--- config.mk ---
export PLATFORM = sky130hd
export DESIGN_NAME = bic_channel
export DESIGN_NICKNAME = d
export VERILOG_FILES = /design/src/include/bic_pkg.sv /design/src/include/bic_scan_if.sv /design/src/hw/bic_channel.sv /design/src/hw/bic_scan_stage.sv
export SDC_FILE = /design/constraint.sdc
export NUM_CORES = 1
export LEC_CHECK = 0
export ABC_AREA = 1
export BUFFER_PORTS_ARGS = -buffer_cell sky130_fd_sc_hd__buf_2
export CAP_MARGIN = 20
export CORE_UTILIZATION = 50
export DETAILED_ROUTE_END_ITERATION = 10
export GPL_TIMING_DRIVEN = 0
export PLACE_DENSITY_LB_ADDON = 0.12
export SLEW_MARGIN = 10
export SYNTH_ARGS = -nofsm -noshare
export SYNTH_HDL_FRONTEND = slang
export SYNTH_SLANG_ARGS = --single-unit
--- constraint.sdc ---
create_clock -name sys_clk_i -period 2.7 [get_ports sys_clk_i]
set_clock_uncertainty 0.15 [all_clocks]
set_input_delay 0.27 -clock sys_clk_i [delete_from_list [all_inputs] [get_ports sys_clk_i]]
set_output_delay 0.27 -clock sys_clk_i [all_outputs]
set_load 0.01 [all_outputs]
--- src/include/bic_pkg.sv ---
/*
 * Shared constants, types and decode helpers of the buffered I/O channel.
 * Assumes one 100 MHz clock and a synchronous, active-high reset.
 */
package bic_pkg;

    ////////////////////////////////////////////////////////////////////////
    // Word layout
    localparam int unsigned WORD_W   = 16;
    localparam int unsigned OP_MSB   = 15;
    localparam int unsigned OP_LSB   = 11;
    localparam int unsigned CONT_BIT = 15;
    localparam int unsigned MAX_PER  = 8;

    // Operation field codes
    localparam logic [4:0] OP_BUF_IN    = 5'h01;
    localparam logic [4:0] OP_BUF_OUT   = 5'h02;
    localparam logic [4:0] OP_CUR_ADDR  = 5'h03;
    localparam logic [4:0] OP_STATUS    = 5'h04;
    localparam logic [4:0] OP_TERMINATE = 5'h05;

    // Status word bit positions
    localparam int unsigned ST_REPLY  = 9;
    localparam int unsigned ST_REJECT = 8;
    localparam int unsigned ST_PROT   = 6;
    localparam int unsigned ST_EOO    = 4;
    localparam int unsigned ST_IRQ    = 2;
    localparam int unsigned ST_BUSY   = 1;
    localparam int unsigned ST_READY  = 0;

    localparam logic [15:0] WORD_ZERO = 16'h0000;
    localparam logic [15:0] ADDR_STEP = 16'h0001;

    // Ring position selector codes; any other code acts as middle
    localparam logic [2:0] POS_FIRST  = 3'h0;
    localparam logic [2:0] POS_MIDDLE = 3'h1;
    localparam logic [2:0] POS_LAST   = 3'h2;
    localparam logic [2:0] POS_ONE    = 3'h3;
    localparam logic [2:0] POS_OUT    = 3'h4;

    typedef enum logic [2:0] {
        S_IDLE, S_DIR, S_FETCH, S_STEP, S_MEM, S_PER, S_PWAIT
    } bic_state_t;

    typedef struct packed {
        bic_state_t  st;
        logic [15:0] f;
        logic [15:0] x;
        logic [15:0] sa;
        logic [15:0] hold;
        logic [15:0] aout;
        logic [15:0] pdata;
        logic [15:0] maddr;
        logic [15:0] mwd;
        logic        reply;
        logic        reject;
        logic        pread;
        logic        pwrite;
        logic        mwe;
        logic        bact;
        logic        ctl;
        logic        din;
        logic        nset;
        logic        abort;
        logic        hacc;
        logic        eoo;
        logic        prot;
        logic        drep;
        logic        drej;
    } bic_chan_st_t;

    typedef struct packed {
        logic scan;
        logic out;
        logic need;
        logic halt;
        logic resm;
    } bic_scan_st_t;

    localparam bic_chan_st_t CHAN_RST = '0;
    localparam bic_scan_st_t SCAN_RST = '0;

    function automatic logic [4:0] op_of(input logic [15:0] q);
        op_of = q[OP_MSB:OP_LSB];
    endfunction : op_of

    function automatic logic is_direct(input logic [15:0] q);
        is_direct = q[CONT_BIT];
    endfunction : is_direct

endpackage : bic_pkg

--- src/include/bic_scan_if.sv ---
/*
 * Link between the channel control and its storage-access ring stage.
 * Assumes both ends run on the same clock.
 */
interface bic_scan_if;
    logic need_set;
    logic abort;
    logic hold;
    logic done;

    modport chan  (output need_set, output abort, output hold, input done);
    modport stage (input need_set, input abort, input hold, output done);
endinterface : bic_scan_if

--- src/hw/bic_channel.sv ---
/*
 * Buffered I/O data channel: instruction decode, direct transfers and
 * block transfers between peripherals and storage.
 * Assumes host, peripheral and storage signals are synchronous to the
 * 100 MHz sys_clk_i and that storage read data stand with resume and
 * through the cycle after it, when the resume flag is seen.
 */
module bic_channel
    import bic_pkg::*;
(
    input  wire logic        sys_clk_i,      // System clock
    input  wire logic        rst_i,          // Sync reset, high
    input  wire logic        mclr_i,         // Host master clear
    input  wire logic        host_wr_i,      // Host write strobe
    input  wire logic        host_rd_i,      // Host read strobe
    input  wire logic [15:0] host_q_i,       // Instruction word
    input  wire logic [15:0] host_a_i,       // Accumulator word in
    output logic      [15:0] host_a_o,       // Accumulator word out
    output logic             host_reply_o,   // Host acknowledge
    output logic             host_reject_o,  // Host refusal
    output logic      [15:0] per_q_o,        // Instruction to periph
    output logic      [15:0] per_data_o,     // Data to peripheral
    input  wire logic [15:0] per_data_i,     // Data from peripheral
    output logic             per_read_o,     // Peripheral read strobe
    output logic             per_write_o,    // Peripheral write strobe
    input  wire logic        per_reply_i,    // Peripheral acknowledge
    input  wire logic        per_reject_i,   // Peripheral refusal
    input  wire logic        per_priority_i, // Peripheral wants speed
    output logic             buf_active_o,   // Buffered op running
    output logic             priority_o,     // Hold storage access
    output logic             mem_req_o,      // Storage request
    input  wire logic        mem_resume_i,   // Storage resume
    output logic      [15:0] mem_addr_o,     // Storage address
    output logic      [15:0] mem_wdata_o,    // Storage write data
    output logic             mem_we_o,       // Storage write
    output logic             ctl_word_o,     // Control word fetch
    input  wire logic [15:0] mem_rdata_i,    // Storage read data
    input  wire logic        mem_protect_i,  // Protection violation
    input  wire logic        scan_in_i,      // Ring input
    output logic             scan_out_o,     // Ring output
    input  wire logic [2:0]  ring_pos_i      // Ring position select
);

    bic_chan_st_t s;
    bic_chan_st_t n;
    bic_scan_if   sb ();
    logic [4:0]   op;
    logic [15:0]  nxt;
    logic [15:0]  st_word;
    logic         busy;
    logic         hreq;
    logic         set_eoo;
    logic         set_prot;

    ////////////////////////////////////////////////////////////////////////
    // Storage-access ring stage
    bic_scan_stage u_scan (
        .sys_clk_i    (sys_clk_i),
        .rst_i        (rst_i),
        .mclr_i       (mclr_i),
        .scan_in_i    (scan_in_i),
        .ring_pos_i   (ring_pos_i),
        .mem_resume_i (mem_resume_i),
        .mem_req_o    (mem_req_o),
        .scan_out_o   (scan_out_o),
        .sb           (sb)
    );

    assign sb.need_set = s.nset;
    assign sb.abort    = s.abort;
    assign sb.hold     = s.hacc;

    ////////////////////////////////////////////////////////////////////////
    always_comb begin
        n        = s;
        op       = op_of(host_q_i);
        busy     = (s.st != S_IDLE);
        hreq     = host_wr_i | host_rd_i;
        nxt      = s.sa + ADDR_STEP;
        set_eoo  = 1'b0;
        set_prot = 1'b0;
        n.reply  = 1'b0;
        n.reject = 1'b0;
        n.nset   = 1'b0;
        n.abort  = 1'b0;
        st_word  = WORD_ZERO;
        st_word[ST_REPLY]  = s.drep;
        st_word[ST_REJECT] = s.drej;
        st_word[ST_PROT]   = s.prot;
        st_word[ST_EOO]    = s.eoo;
        st_word[ST_IRQ]    = s.eoo;
        st_word[ST_BUSY]   = busy;
        st_word[ST_READY]  = 1'b1;

        // Transfer engine
        case (s.st)
            S_IDLE: begin
            end
            S_DIR: begin
                if (per_reply_i) begin
                    n.pread  = 1'b0;
                    n.pwrite = 1'b0;
                    n.reply  = 1'b1;
                    n.drep   = 1'b1;
                    n.drej   = 1'b0;
                    if (s.pread) begin
                        n.aout = per_data_i;
                    end
                    n.st = S_PWAIT;
                end else if (per_reject_i) begin
                    n.pread  = 1'b0;
                    n.pwrite = 1'b0;
                    n.reject = 1'b1;
                    n.drep   = 1'b0;
                    n.drej   = 1'b1;
                    n.st     = S_PWAIT;
                end
            end
            S_FETCH: begin
                if (sb.done) begin
                    n.hold   = mem_rdata_i;
                    n.ctl    = 1'b0;
                    set_prot = mem_protect_i;
                    n.st     = S_STEP;
                end
            end
            S_STEP: begin
                n.sa = nxt;
                if (nxt == s.hold) begin
                    n.st    = S_IDLE;
                    n.bact  = 1'b0;
                    n.hacc  = 1'b0;
                    set_eoo = 1'b1;
                end else begin
                    if (s.din) begin
                        n.pread = 1'b1;
                        n.st    = S_PER;
                    end else begin
                        n.nset  = 1'b1;
                        n.maddr = nxt;
                        n.mwe   = 1'b0;
                        n.st    = S_MEM;
                    end
                end
            end
            S_MEM: begin
                if (sb.done) begin
                    n.mwe    = 1'b0;
                    set_prot = mem_protect_i;
                    if (s.din) begin
                        n.st = S_STEP;
                    end else begin
                        // Word waits here until the peripheral takes it
                        n.x      = mem_rdata_i;
                        n.pdata  = mem_rdata_i;
                        n.pwrite = 1'b1;
                        n.st     = S_PER;
                    end
                end
            end
            S_PER: begin
                // A refusal leaves the strobe up, so the word is retried
                if (per_reply_i) begin
                    n.pread  = 1'b0;
                    n.pwrite = 1'b0;
                    n.drep   = 1'b1;
                    n.drej   = 1'b0;
                    if (s.din) begin
                        n.x = per_data_i;
                    end
                    n.st = S_PWAIT;
                end else if (per_reject_i) begin
                    n.drej = 1'b1;
                end
            end
            S_PWAIT: begin
                // No new strobe until the acknowledge has dropped
                if (!per_reply_i && !per_reject_i) begin
                    if (!s.bact) begin
                        n.st = S_IDLE;
                    end else if (s.din) begin
                        n.nset  = 1'b1;
                        n.maddr = s.sa;
                        n.mwd   = s.x;
                        n.mwe   = 1'b1;
                        n.st    = S_MEM;
                    end else begin
                        n.st = S_STEP;
                    end
                end
            end
            default: begin
                n.st = S_IDLE;
            end
        endcase

        // Next value, so the flag drops together with buffer active
        if (n.bact && per_priority_i) begin
            n.hacc = 1'b1;
        end

        // Host commands; a terminate overrides the engine only while buffer active is set
        if (hreq) begin
            if (is_direct(host_q_i)) begin
                if (busy) begin
                    n.reject = 1'b1;
                end else begin
                    n.f      = host_q_i;
                    n.pread  = host_rd_i;
                    n.pwrite = host_wr_i;
                    n.pdata  = host_a_i;
                    n.st     = S_DIR;
                end
            end else begin
                case (op)
                    OP_BUF_IN, OP_BUF_OUT: begin
                        if (busy || host_rd_i) begin
                            n.reject = 1'b1;
                        end else begin
                            n.f     = host_q_i;
                            n.sa    = host_a_i;
                            n.maddr = host_a_i;
                            n.mwe   = 1'b0;
                            n.ctl   = 1'b1;
                            n.bact  = 1'b1;
                            n.din   = (op == OP_BUF_IN);
                            n.nset  = 1'b1;
                            n.eoo   = 1'b0;
                            n.reply = 1'b1;
                            n.st    = S_FETCH;
                        end
                    end
                    OP_CUR_ADDR: begin
                        n.aout  = s.sa;
                        n.reply = 1'b1;
                    end
                    OP_STATUS: begin
                        n.aout  = st_word;
                        n.reply = 1'b1;
                        n.eoo   = 1'b0;
                        n.prot  = 1'b0;
                    end
                    OP_TERMINATE: begin
                        n.aout  = s.sa;
                        n.reply = 1'b1;
                        if (s.bact) begin
                            n.st     = S_IDLE;
                            n.bact   = 1'b0;
                            n.hacc   = 1'b0;
                            n.pread  = 1'b0;
                            n.pwrite = 1'b0;
                            n.mwe    = 1'b0;
                            n.ctl    = 1'b0;
                            n.abort  = 1'b1;
                        end
                    end
                    default: begin
                        n.reject = 1'b1;
                    end
                endcase
            end
        end

        // Hardware events win over a clear in the same cycle
        if (set_eoo) begin
            n.eoo = 1'b1;
        end
        if (set_prot) begin
            n.prot = 1'b1;
        end
    end

    always_ff @(posedge sys_clk_i) begin
        if (rst_i || mclr_i) begin
            s <= CHAN_RST;
        end else begin
            s <= n;
        end
    end

    ////////////////////////////////////////////////////////////////////////
    // Outputs, each straight from the state register
    assign host_a_o      = s.aout;
    assign host_reply_o  = s.reply;
    assign host_reject_o = s.reject;
    assign per_q_o       = s.f;
    assign per_data_o    = s.pdata;
    assign per_read_o    = s.pread;
    assign per_write_o   = s.pwrite;
    assign buf_active_o  = s.bact;
    assign priority_o    = s.hacc;
    assign mem_addr_o    = s.maddr;
    assign mem_wdata_o   = s.mwd;
    assign mem_we_o      = s.mwe;
    assign ctl_word_o    = s.ctl;
endmodule : bic_channel

--- src/hw/bic_scan_stage.sv ---
/*
 * One stage of the distributed storage-access ring scanner, with the
 * access-need, ring-halt and resume flags.
 * Assumes the ring neighbour inputs are synchronous to sys_clk_i.
 */
module bic_scan_stage
    import bic_pkg::*;
(
    input  wire logic       sys_clk_i,    // System clock
    input  wire logic       rst_i,        // Sync reset, high
    input  wire logic       mclr_i,       // Host master clear
    input  wire logic       scan_in_i,    // Ring input
    input  wire logic [2:0] ring_pos_i,   // Ring position select
    input  wire logic       mem_resume_i, // Storage resume
    output logic            mem_req_o,    // Storage request
    output logic            scan_out_o,   // Ring output
    bic_scan_if.stage       sb            // Channel side
);

    bic_scan_st_t s;
    bic_scan_st_t n;
    logic         grant;
    logic         lone;
    logic         lead;
    logic         off;
    logic         src;

    ////////////////////////////////////////////////////////////////////////
    always_comb begin
        n     = s;
        grant = s.halt & mem_resume_i;
        lone  = (ring_pos_i == POS_ONE);
        off   = (ring_pos_i == POS_OUT);
        // Middle, last and unknown codes just copy the neighbour
        lead  = (ring_pos_i == POS_FIRST) | lone;
        // A lone unit closes the ring on itself
        src   = lone ? s.scan : scan_in_i;
        n.resm = grant;
        if (grant) begin
            n.need = 1'b0;
            n.halt = 1'b0;
        end else if (s.need && s.scan) begin
            n.halt = 1'b1;
        end
        if (sb.abort) begin
            n.need = 1'b0;
            n.halt = 1'b0;
        end
        if (sb.need_set) begin
            n.need = 1'b1;
        end
        // Need also blocks clearing so the token cannot slip past
        // in the cycle before the halt flag is up
        if (off) begin
            n.scan = 1'b0;
        end else if (s.scan && (s.halt || s.need || sb.hold)) begin
            n.scan = 1'b1;
        end else begin
            n.scan = lead ? ~src : src;
        end
        n.out = off ? scan_in_i : n.scan;
    end

    always_ff @(posedge sys_clk_i) begin
        if (rst_i || mclr_i) begin
            s <= SCAN_RST;
        end else begin
            s <= n;
        end
    end

    assign mem_req_o  = s.halt;
    assign scan_out_o = s.out;
    assign sb.done    = s.resm;
endmodule : bic_scan_stage

==> results of run 1 <==
[per-stage QoR]
step	total power (µW)	util	setup TNS [ns]
global route	5270	0.660	-0.156
detailed placement	2740	0.584	-2.40
CTS	5110	0.649	0
global placement	2740	0.584	-2.30
floorplan	2550	-	0
finish	5120	0.660	0
[worst min-delay path: stages]
cell     delay (ns)
buf_2          0.13
nand3_1        0.08
a21oi_1        0.06
[what timing repair did]
action / in CTS / in global routing
hold buffers: 44 / 0
gates resized for setup: 4 / 39
pin swaps: 1 / 7
setup endpoints to repair: 31 / 54
cloned: 0 / 0
hold endpoints to repair: 46 / 0
setup buffers: 2 / 9
[path summary, 6_finish.rpt]
kind / slack (ns) / end / cells after the start / start
setup / recovery: 0.1 / mem_addr_o[7] / 17 / s[95]
hold / removal: 0.01 / s[0] / 3 / per_reject_i
setup reg to reg: 0.1 / mem_addr_o[7] / 17 / s[95]
hold reg to reg: 0.29 / u_scan.mem_req_o / 1 / sb.abort
[metal layers]
layer	routed length, µm	up-vias
met5	0	-
met4	1200	0
met3	2460	84
met2	13300	488
met1	12200	4140
li1	-	4393
[cell families after synthesis]
logic type,after synthesis
adders and majority gates,1
DFF,151
muxes,9
buffers and inverters,245
xor gates and xnor gates,7
and+or+nand+nor,507
AOI/OAI and AO/OA,280
[power by group through the flow]
| stage | Clock (µW) | Combinational (µW) | Sequential (µW) |
|---|---|---|---|
| finish | 2370 | 474 | 2280 |
| global route | 2480 | 516 | 2280 |
| CTS | 2370 | 464 | 2280 |
| detailed placement | 0 | 413 | 2330 |
| global placement | 0 | 411 | 2330 |
| floorplan | 0 | 225 | 2320 |
[cell usage in the layout, fill, tap and decap left out, types with 3 or more instances in the layout]
cell type | netlist | routed
nand2_1 | 263 | 257
buf_2 | 12 | 177
dfxtp_1 | 151 | 144
nor2_1 | 130 | 124
a21oi_1 | 108 | 108
inv_1 | 100 | 100
buf_4 | 82 | 94
o21ai_0 | 89 | 89
dlygate4sd3_1 | 0 | 44
nand3_1 | 45 | 40
clkbuf_1 | 36 | 35
nor3_1 | 27 | 27
a31oi_1 | 27 | 27
nand4_1 | 18 | 18
clkbuf_16 | 0 | 17
a221oi_1 | 10 | 10
nand2_2 | 4 | 10
nor2_4 | 4 | 9
o21a_1 | 9 | 9
mux2_2 | 8 | 8
nor2_2 | 6 | 7
a22oi_1 | 7 | 7
inv_6 | 0 | 6
inv_2 | 4 | 5
a211oi_1 | 5 | 5
nand3_2 | 0 | 5
o211ai_1 | 5 | 5
dfxtp_2 | 0 | 5
xor2_1 | 4 | 4
o2111ai_1 | 4 | 4
clkinv_4 | 0 | 4
clkinv_1 | 4 | 3
buf_6 | 2 | 3
nand3b_1 | 3 | 3
buf_1 | 5 | 3
o221ai_1 | 3 | 3
[state kept, by name (all words and copies together) (netlist names), 2 cells and up]
register / cells
mem_addr_o: 16
per_data_o: 16
per_q_o: 16
u_scan.s: 2
host_a_o: 16
s: 56
mem_wdata_o: 16
[layout make-up]
class | count | area [µm²] | area share
flip-flops and latches | 151 | 3040 | 0.288
well taps | 216 | 270 | 0.0256
inverters | 108 | 405 | 0.0384
clock buffers | 19 | 443 | 0.0420
clock inverters | 13 | 134 | 0.0127
plain buffers | 135 | 856 | 0.0811
multi-input cells | 804 | 4050 | 0.384
repair buffers | 222 | 1360 | 0.129
==> results.md, run 1 <==
- Clock share of power: 0.463
- Worst-Margin Slew: around 1.0 ns
- Sequential Power Share: 0.444
- Status: completed
- Max_cap viols: 0
- Longest Clk Path Bufs: 2
- Post-Syn Nets: roughly 1.3k
- Post-place setup slack: -0.187 ns
- IO Count: 168
- Synth Area in Compound Gates: 0.194
- Cell Chain, Critical Path: ha_4 -> nand2_1 -> nor2_4 -> nand3_2 -> nand3_1 -> nand2_1 -> nor2_1 -> nand2_1 -> nor2_4 -> nand3_4 -> buf_6 -> nand3_4 -> inv_2 -> nand2_1 -> nand4_1 -> nand2_1 -> inv_1
- Via count: 9105
- Clk sink count: about 150
- Combinational family with the most area after synthesis: simple AND/OR/NAND/NOR gates
- Initial antenna violation count: 0
- Die Footprint: about 17000 µm²
- Vias per inst: between 5 and 6
- ANT cells: 0
- CP max stage delay: 0.40 ns
- Starting Density: 0.515
- Count of different cell masters after synthesis: 50
- Post-synth ARST share: 0
- Final worst path period share: 0.964
- Delay-heaviest family, CP: simple AND/OR/NAND/NOR gates
- CTS Buf Count: 17
- Int Pwr: 3780 µW
- Critical path buffers and inverters: 3
- CP most frequent cell: nand2_1
- Min Hold Slack: ~0.010 ns
- Hold Vio Cnt, Final: 0
- Kind of critical path: reg -> reg
- Synth Area in Adders: 0.00152
- Dpl hpwl: around 21000 µm
- Worst Setup End Kind: flip-flop
- WP data arrival: approximately 2.8 ns
- Startpoint Class: flip-flop
- XOR/XNOR Fraction of Synth Area: 0.00927
- Area growth, synth to finish: 28.2%
- Mux cell area share after synthesis: 0.0122
- Fillers: roughly 1.5k
- Nets: 1518
- Sequential area share after synthesis: 0.367
- Height of the die: about 130 µm
- Post-Syn Area: between 8000 and 9000 µm²
- Rows: 46
- Grt ovf: 0
- Die Wd: 130 µm
- Root Buffer: clkbuf_16
- Fin area: between 10000 and 15000 µm²
- Switching Share: 0.263
- Cells after Synth: roughly 1.2k
- Skew-Pair Late Insertion Delay: about 0.43 ns
- Busiest metal layer after global routing: met2
- Crit path required time: roughly 2.9 ns
- Drt initial violations: just over 900
- Post-route insts no fill: between 1.5k and 2k
- Comb pwr share: 0.093
- Clock H-tree levels: 4
- Detail Route Antenna Nets: 0
- Worst slew margin relative to its limit: 0.299
- Final setup vio count: 0
- Share of cells above drive strength 1: 0.252
- Cells taking the most area after synthesis: dfxtp_1 (37%), nand2_1 (12%), buf_4 (7.5%), a21oi_1 (6.6%), nor2_1 (5.9%)
- PD cells: slightly below 500 nW/µm²
- Synth Register Bits: roughly 150
- Vias in the first global route: between 7k and 8k
- Most instantiated cells after synthesis: nand2_1 (263), dfxtp_1 (151), nor2_1 (130), a21oi_1 (108), inv_1 (100)
- Synth Area in Simple Gates: 0.263
- CP max FO: 10
- M1 GR Usage: 0.447
- Area of the core: about 16000 µm²
- Final wirelength: between 20000 and 30000 µm
- Synth Flop Type: dfxtp_1
- First-pass GRT wire length: between 40000 and 50000 µm
- Max Fclk: just under 400 MHz
- Synthesized area per cell: 6.86 µm²
- Leakage: 0.00481 µW
- Largest net degree at the start of global routing: 17
- GRT Util Overall: 0.344
- GPL Wtd Cong: between 1 and 1.5
- Worst VDD drop: between 0.4 and 0.5 mV
- Wire length per cell: ~18 µm
- Slowest CP cell: dfxtp_4
- Post-DP Area: roughly 9300 µm²
- Placed cells: around 1.6k
- Number of port buffers: between 150 and 200
- Max-slew violation count: 0
- Worst hold path type: in -> reg
- Most frequent cell after synthesis: nand2_1
- Minimum clock period: 2.60 ns
- Ys Warns: 0
- First-pass detailed-route iteration total: 5
- Worst setup margin: around 0.097 ns
- Area fraction of the dominant cell type after synthesis: 0.367
- Psw: around 1300 µW
- Post-synth EDFFs: 0
- Met2 Use GR: 0.551
- Clock transition at path regs: 0.07 ns
- Grt met3 use: 0.0574
- DRC Markers: 0
- CTS tree: yes
- Yosys top cell by area: dfxtp_1
(Power assumes the default switching activity.)
==> run 2, diff against run 1 <==
CTS_CLUSTER_SIZE = 20   (was unset)
MAX_ROUTING_LAYER = met4   (was unset)
==> run 2 against run 1 <==
  * Sequential cell count did not move
  * The flow now finishes with violations (hold timing)
  * Via count barely moved
  * Core utilization rose by 0.92 points
  * Hold slack worse by 0.011 ns
  * Die area unchanged
  * Largest power group unchanged
  * Fmax up 0.96%
==> results.md, run 2 (same netlist as run 1, synthesis figures left out) <==
- Final wirelength: 29200 µm (-0.21%)
- Leakage: 0.00488 µW (+1.4%)
- Die Wd: 130 µm (unchanged)
- Clock transition at path regs: 0.07 ns (about the same)
- IO Count: 168 (unchanged)
- Worst r2r src: s[101]
- Skew-Pair Late Insertion Delay: 0.44 ns (about the same)
- Area of the core: 16000 µm² (unchanged)
- Rows: 46 (unchanged)
- Startpoint Class: flip-flop
- Worst hold path type: in -> reg
- Hold depth: 3 (unchanged)
- Fillers: 1481 (-1.3%)
- Worst Hold End: s[114]
- Largest register FFs: 56 (unchanged)
- DRC Markers: 0 (unchanged)
- Most common cell after layout, fill and taps aside: nand2_1
- Final worst path period share: 0.955 (-0.00914)
- Max-slew violation count: 0 (unchanged)
- RSZ-0062 raised after global routing: true
- Share of cells above drive strength 1: 0.256 (+0.00357)
- CP max FO: 10 (unchanged)
- Starting Density: 0.515 (unchanged)
- Min Hold Slack: -0.000826 ns (-0.0108 ns)
- Area growth, synth to finish: 30.0%
- Via count: 9098 (-0.077%)
- GPL Wtd Cong: 1.01 (+0.55%)
- Hold Vio Cnt, Final: 2 (+2)
- Worst slew margin relative to its limit: 0.279 (-0.0199)
- Height of the die: 130 µm (unchanged)
- Crit path required time: 2.89 ns (about the same)
- Worst hold path startpoint: per_data_i[3]
- Number of port buffers: 167 (unchanged)
- Utilization after layout: 0.669 (+0.00923)
- Kind of critical path: reg -> reg
- CTS Buf Count: 17 (unchanged)
- Dpl hpwl: 21400 µm (-0.55%)
- Drt initial violations: 1008 (+9.3%)
- CTS tree: yes
- Final setup TNS: 0 ns (unchanged)
- WP data arrival: 2.77 ns (about the same)
- GRT Util Overall: 0.353 (+0.00909)
- Initial antenna violation count: 0 (unchanged)
- Final setup vio count: 0 (unchanged)
- PD cells: 494 nW/µm² (+1.8%)
- Max_cap viols: 0 (unchanged)
- Worst Setup End Kind: flip-flop
- Wire length per cell: 17.4 µm (-0.86%)
- Nets: 1529 (+0.72%)
- Minimum clock period: 2.58 ns (-0.0247 ns)
- Worst Reg-to-Reg Cells: 18 (+1)
- Tot Pwr: 5290 µW (+3.2%)
- Reg-to-reg setup timing slack: 0.12 ns (+0.02 ns)
- Most flops, register: s
- Status: finished, violations left
- Violated checks: hold timing
- Vias in the first global route: 7950 (-0.41%)
- Post-DP Area: 9340 µm² (unchanged)
- First-pass detailed-route iteration total: 6 (+1)
- Worst VDD drop: 0.450 mV (-1.7%)
- Max Fclk: 388 MHz (+0.96%)
- Crit path from: s[101]
- Largest net degree at the start of global routing: 17 (unchanged)
- Clock H-tree levels: 4 (unchanged)
- Worst-Margin Slew: 1.08 ns (+0.0297 ns)
- Vias per inst: 5.42 (-0.73%)
- Longest Clk Path Bufs: 2 (unchanged)
- ANT cells: 0 (unchanged)
- Detail Route Antenna Nets: 0 (unchanged)
- Die Footprint: 17000 µm² (unchanged)
- Root Buffer: clkbuf_16
- Grt ovf: 0 (unchanged)
- Most frequent cells in the layout: nand2_1 (256), buf_2 (176), dfxtp_1 (144)
- First-pass GRT wire length: 42700 µm (-0.67%)
- Fin area: 10700 µm² (+1.4%)
- Critical R2R Capture: mem_addr_o[7]
- Clk sink count: 151 (unchanged)
## run 2: layout make-up
| cell class | instances | area, µm² | area share |
|---|---|---|---|
| multi-input combinational | 804 | 4050 | 0.379 |
| sequential | 151 | 3040 | 0.284 |
| timing repair buffer | 232 | 1440 | 0.135 |
| buffer | 136 | 871 | 0.0814 |
| clock buffer | 18 | 439 | 0.0410 |
| inverter | 108 | 413 | 0.0386 |
| tap | 216 | 270 | 0.0253 |
| clock inverter | 14 | 175 | 0.0164 |
## run 2: metrics by stage
step | setup slack (ns) | hold WS [ns] | cells
2_1_floorplan | 0.428 | 0.249 | 1200
3_3_place_gp | -0.128 | 0.280 | 1583
3_5_place_dp | -0.152 | 0.273 | 1583
4_1_cts | 0.0300 | 0.0000940 | 1667
5_1_grt | -0.0660 | 0.00245 | 1679
6_report | 0.122 | -0.000826 | 1679
## run 2: how the worst max path moves through the flow
| stage | endpoint |
|---|---|
| 4_1_cts | mem_addr_o[7] |
| 3_3_place_gp | mem_addr_o[11] |
| 3_5_place_dp | mem_addr_o[7] |
| 6_report | mem_addr_o[7] |
| 2_1_floorplan | mem_addr_o[11] |
| 5_1_grt | mem_addr_o[7] |
## run 2: where the power goes
part / total (µW) / switching (µW) / internal, µW
Combinational: 482 / 279 / 203
Clock: 2530 / 1100 / 1430
Sequential: 2280 / 20.3 / 2260
Total: 5290 / 1400 / 3890
## run 2: per-layer routing
metal / vias to the layer above / GRT usage / routed length, µm
met2: 466 / 0.540 / 13200
met5: - / - / 0
li1: 4402 / - / -
met1: 4147 / 0.456 / 12500
met3: 83 / 0.0611 / 2300
met4: 0 / 0.153 / 1160
## run 2: repair_timing
item                                    CTS  global route
resized for setup                         5            44
hold endpoints to repair                 51             0
endpoints found under the setup margin   23            74
setup buffers                             4            13
pin swaps                                 2             9
hold buffers                             48             0
## run 2: worst max-delay path: stages, from the launching register on
cell and delay (ns):
dfxtp_1 0.31, buf_4 0.18, nand2_1 0.13, nor2_4 0.18
buf_4 0.15, nand4_1 0.13, nand2_2 0.15, nand2_1 0.06
nand2_1 0.07, nand2_1 0.09, nor2_4 0.17, nand3_4 0.10
buf_6 0.16, nand3_4 0.07, inv_2 0.10, nand2_1 0.09
nand4_1 0.08, nand2_1 0.07, inv_1 0.03
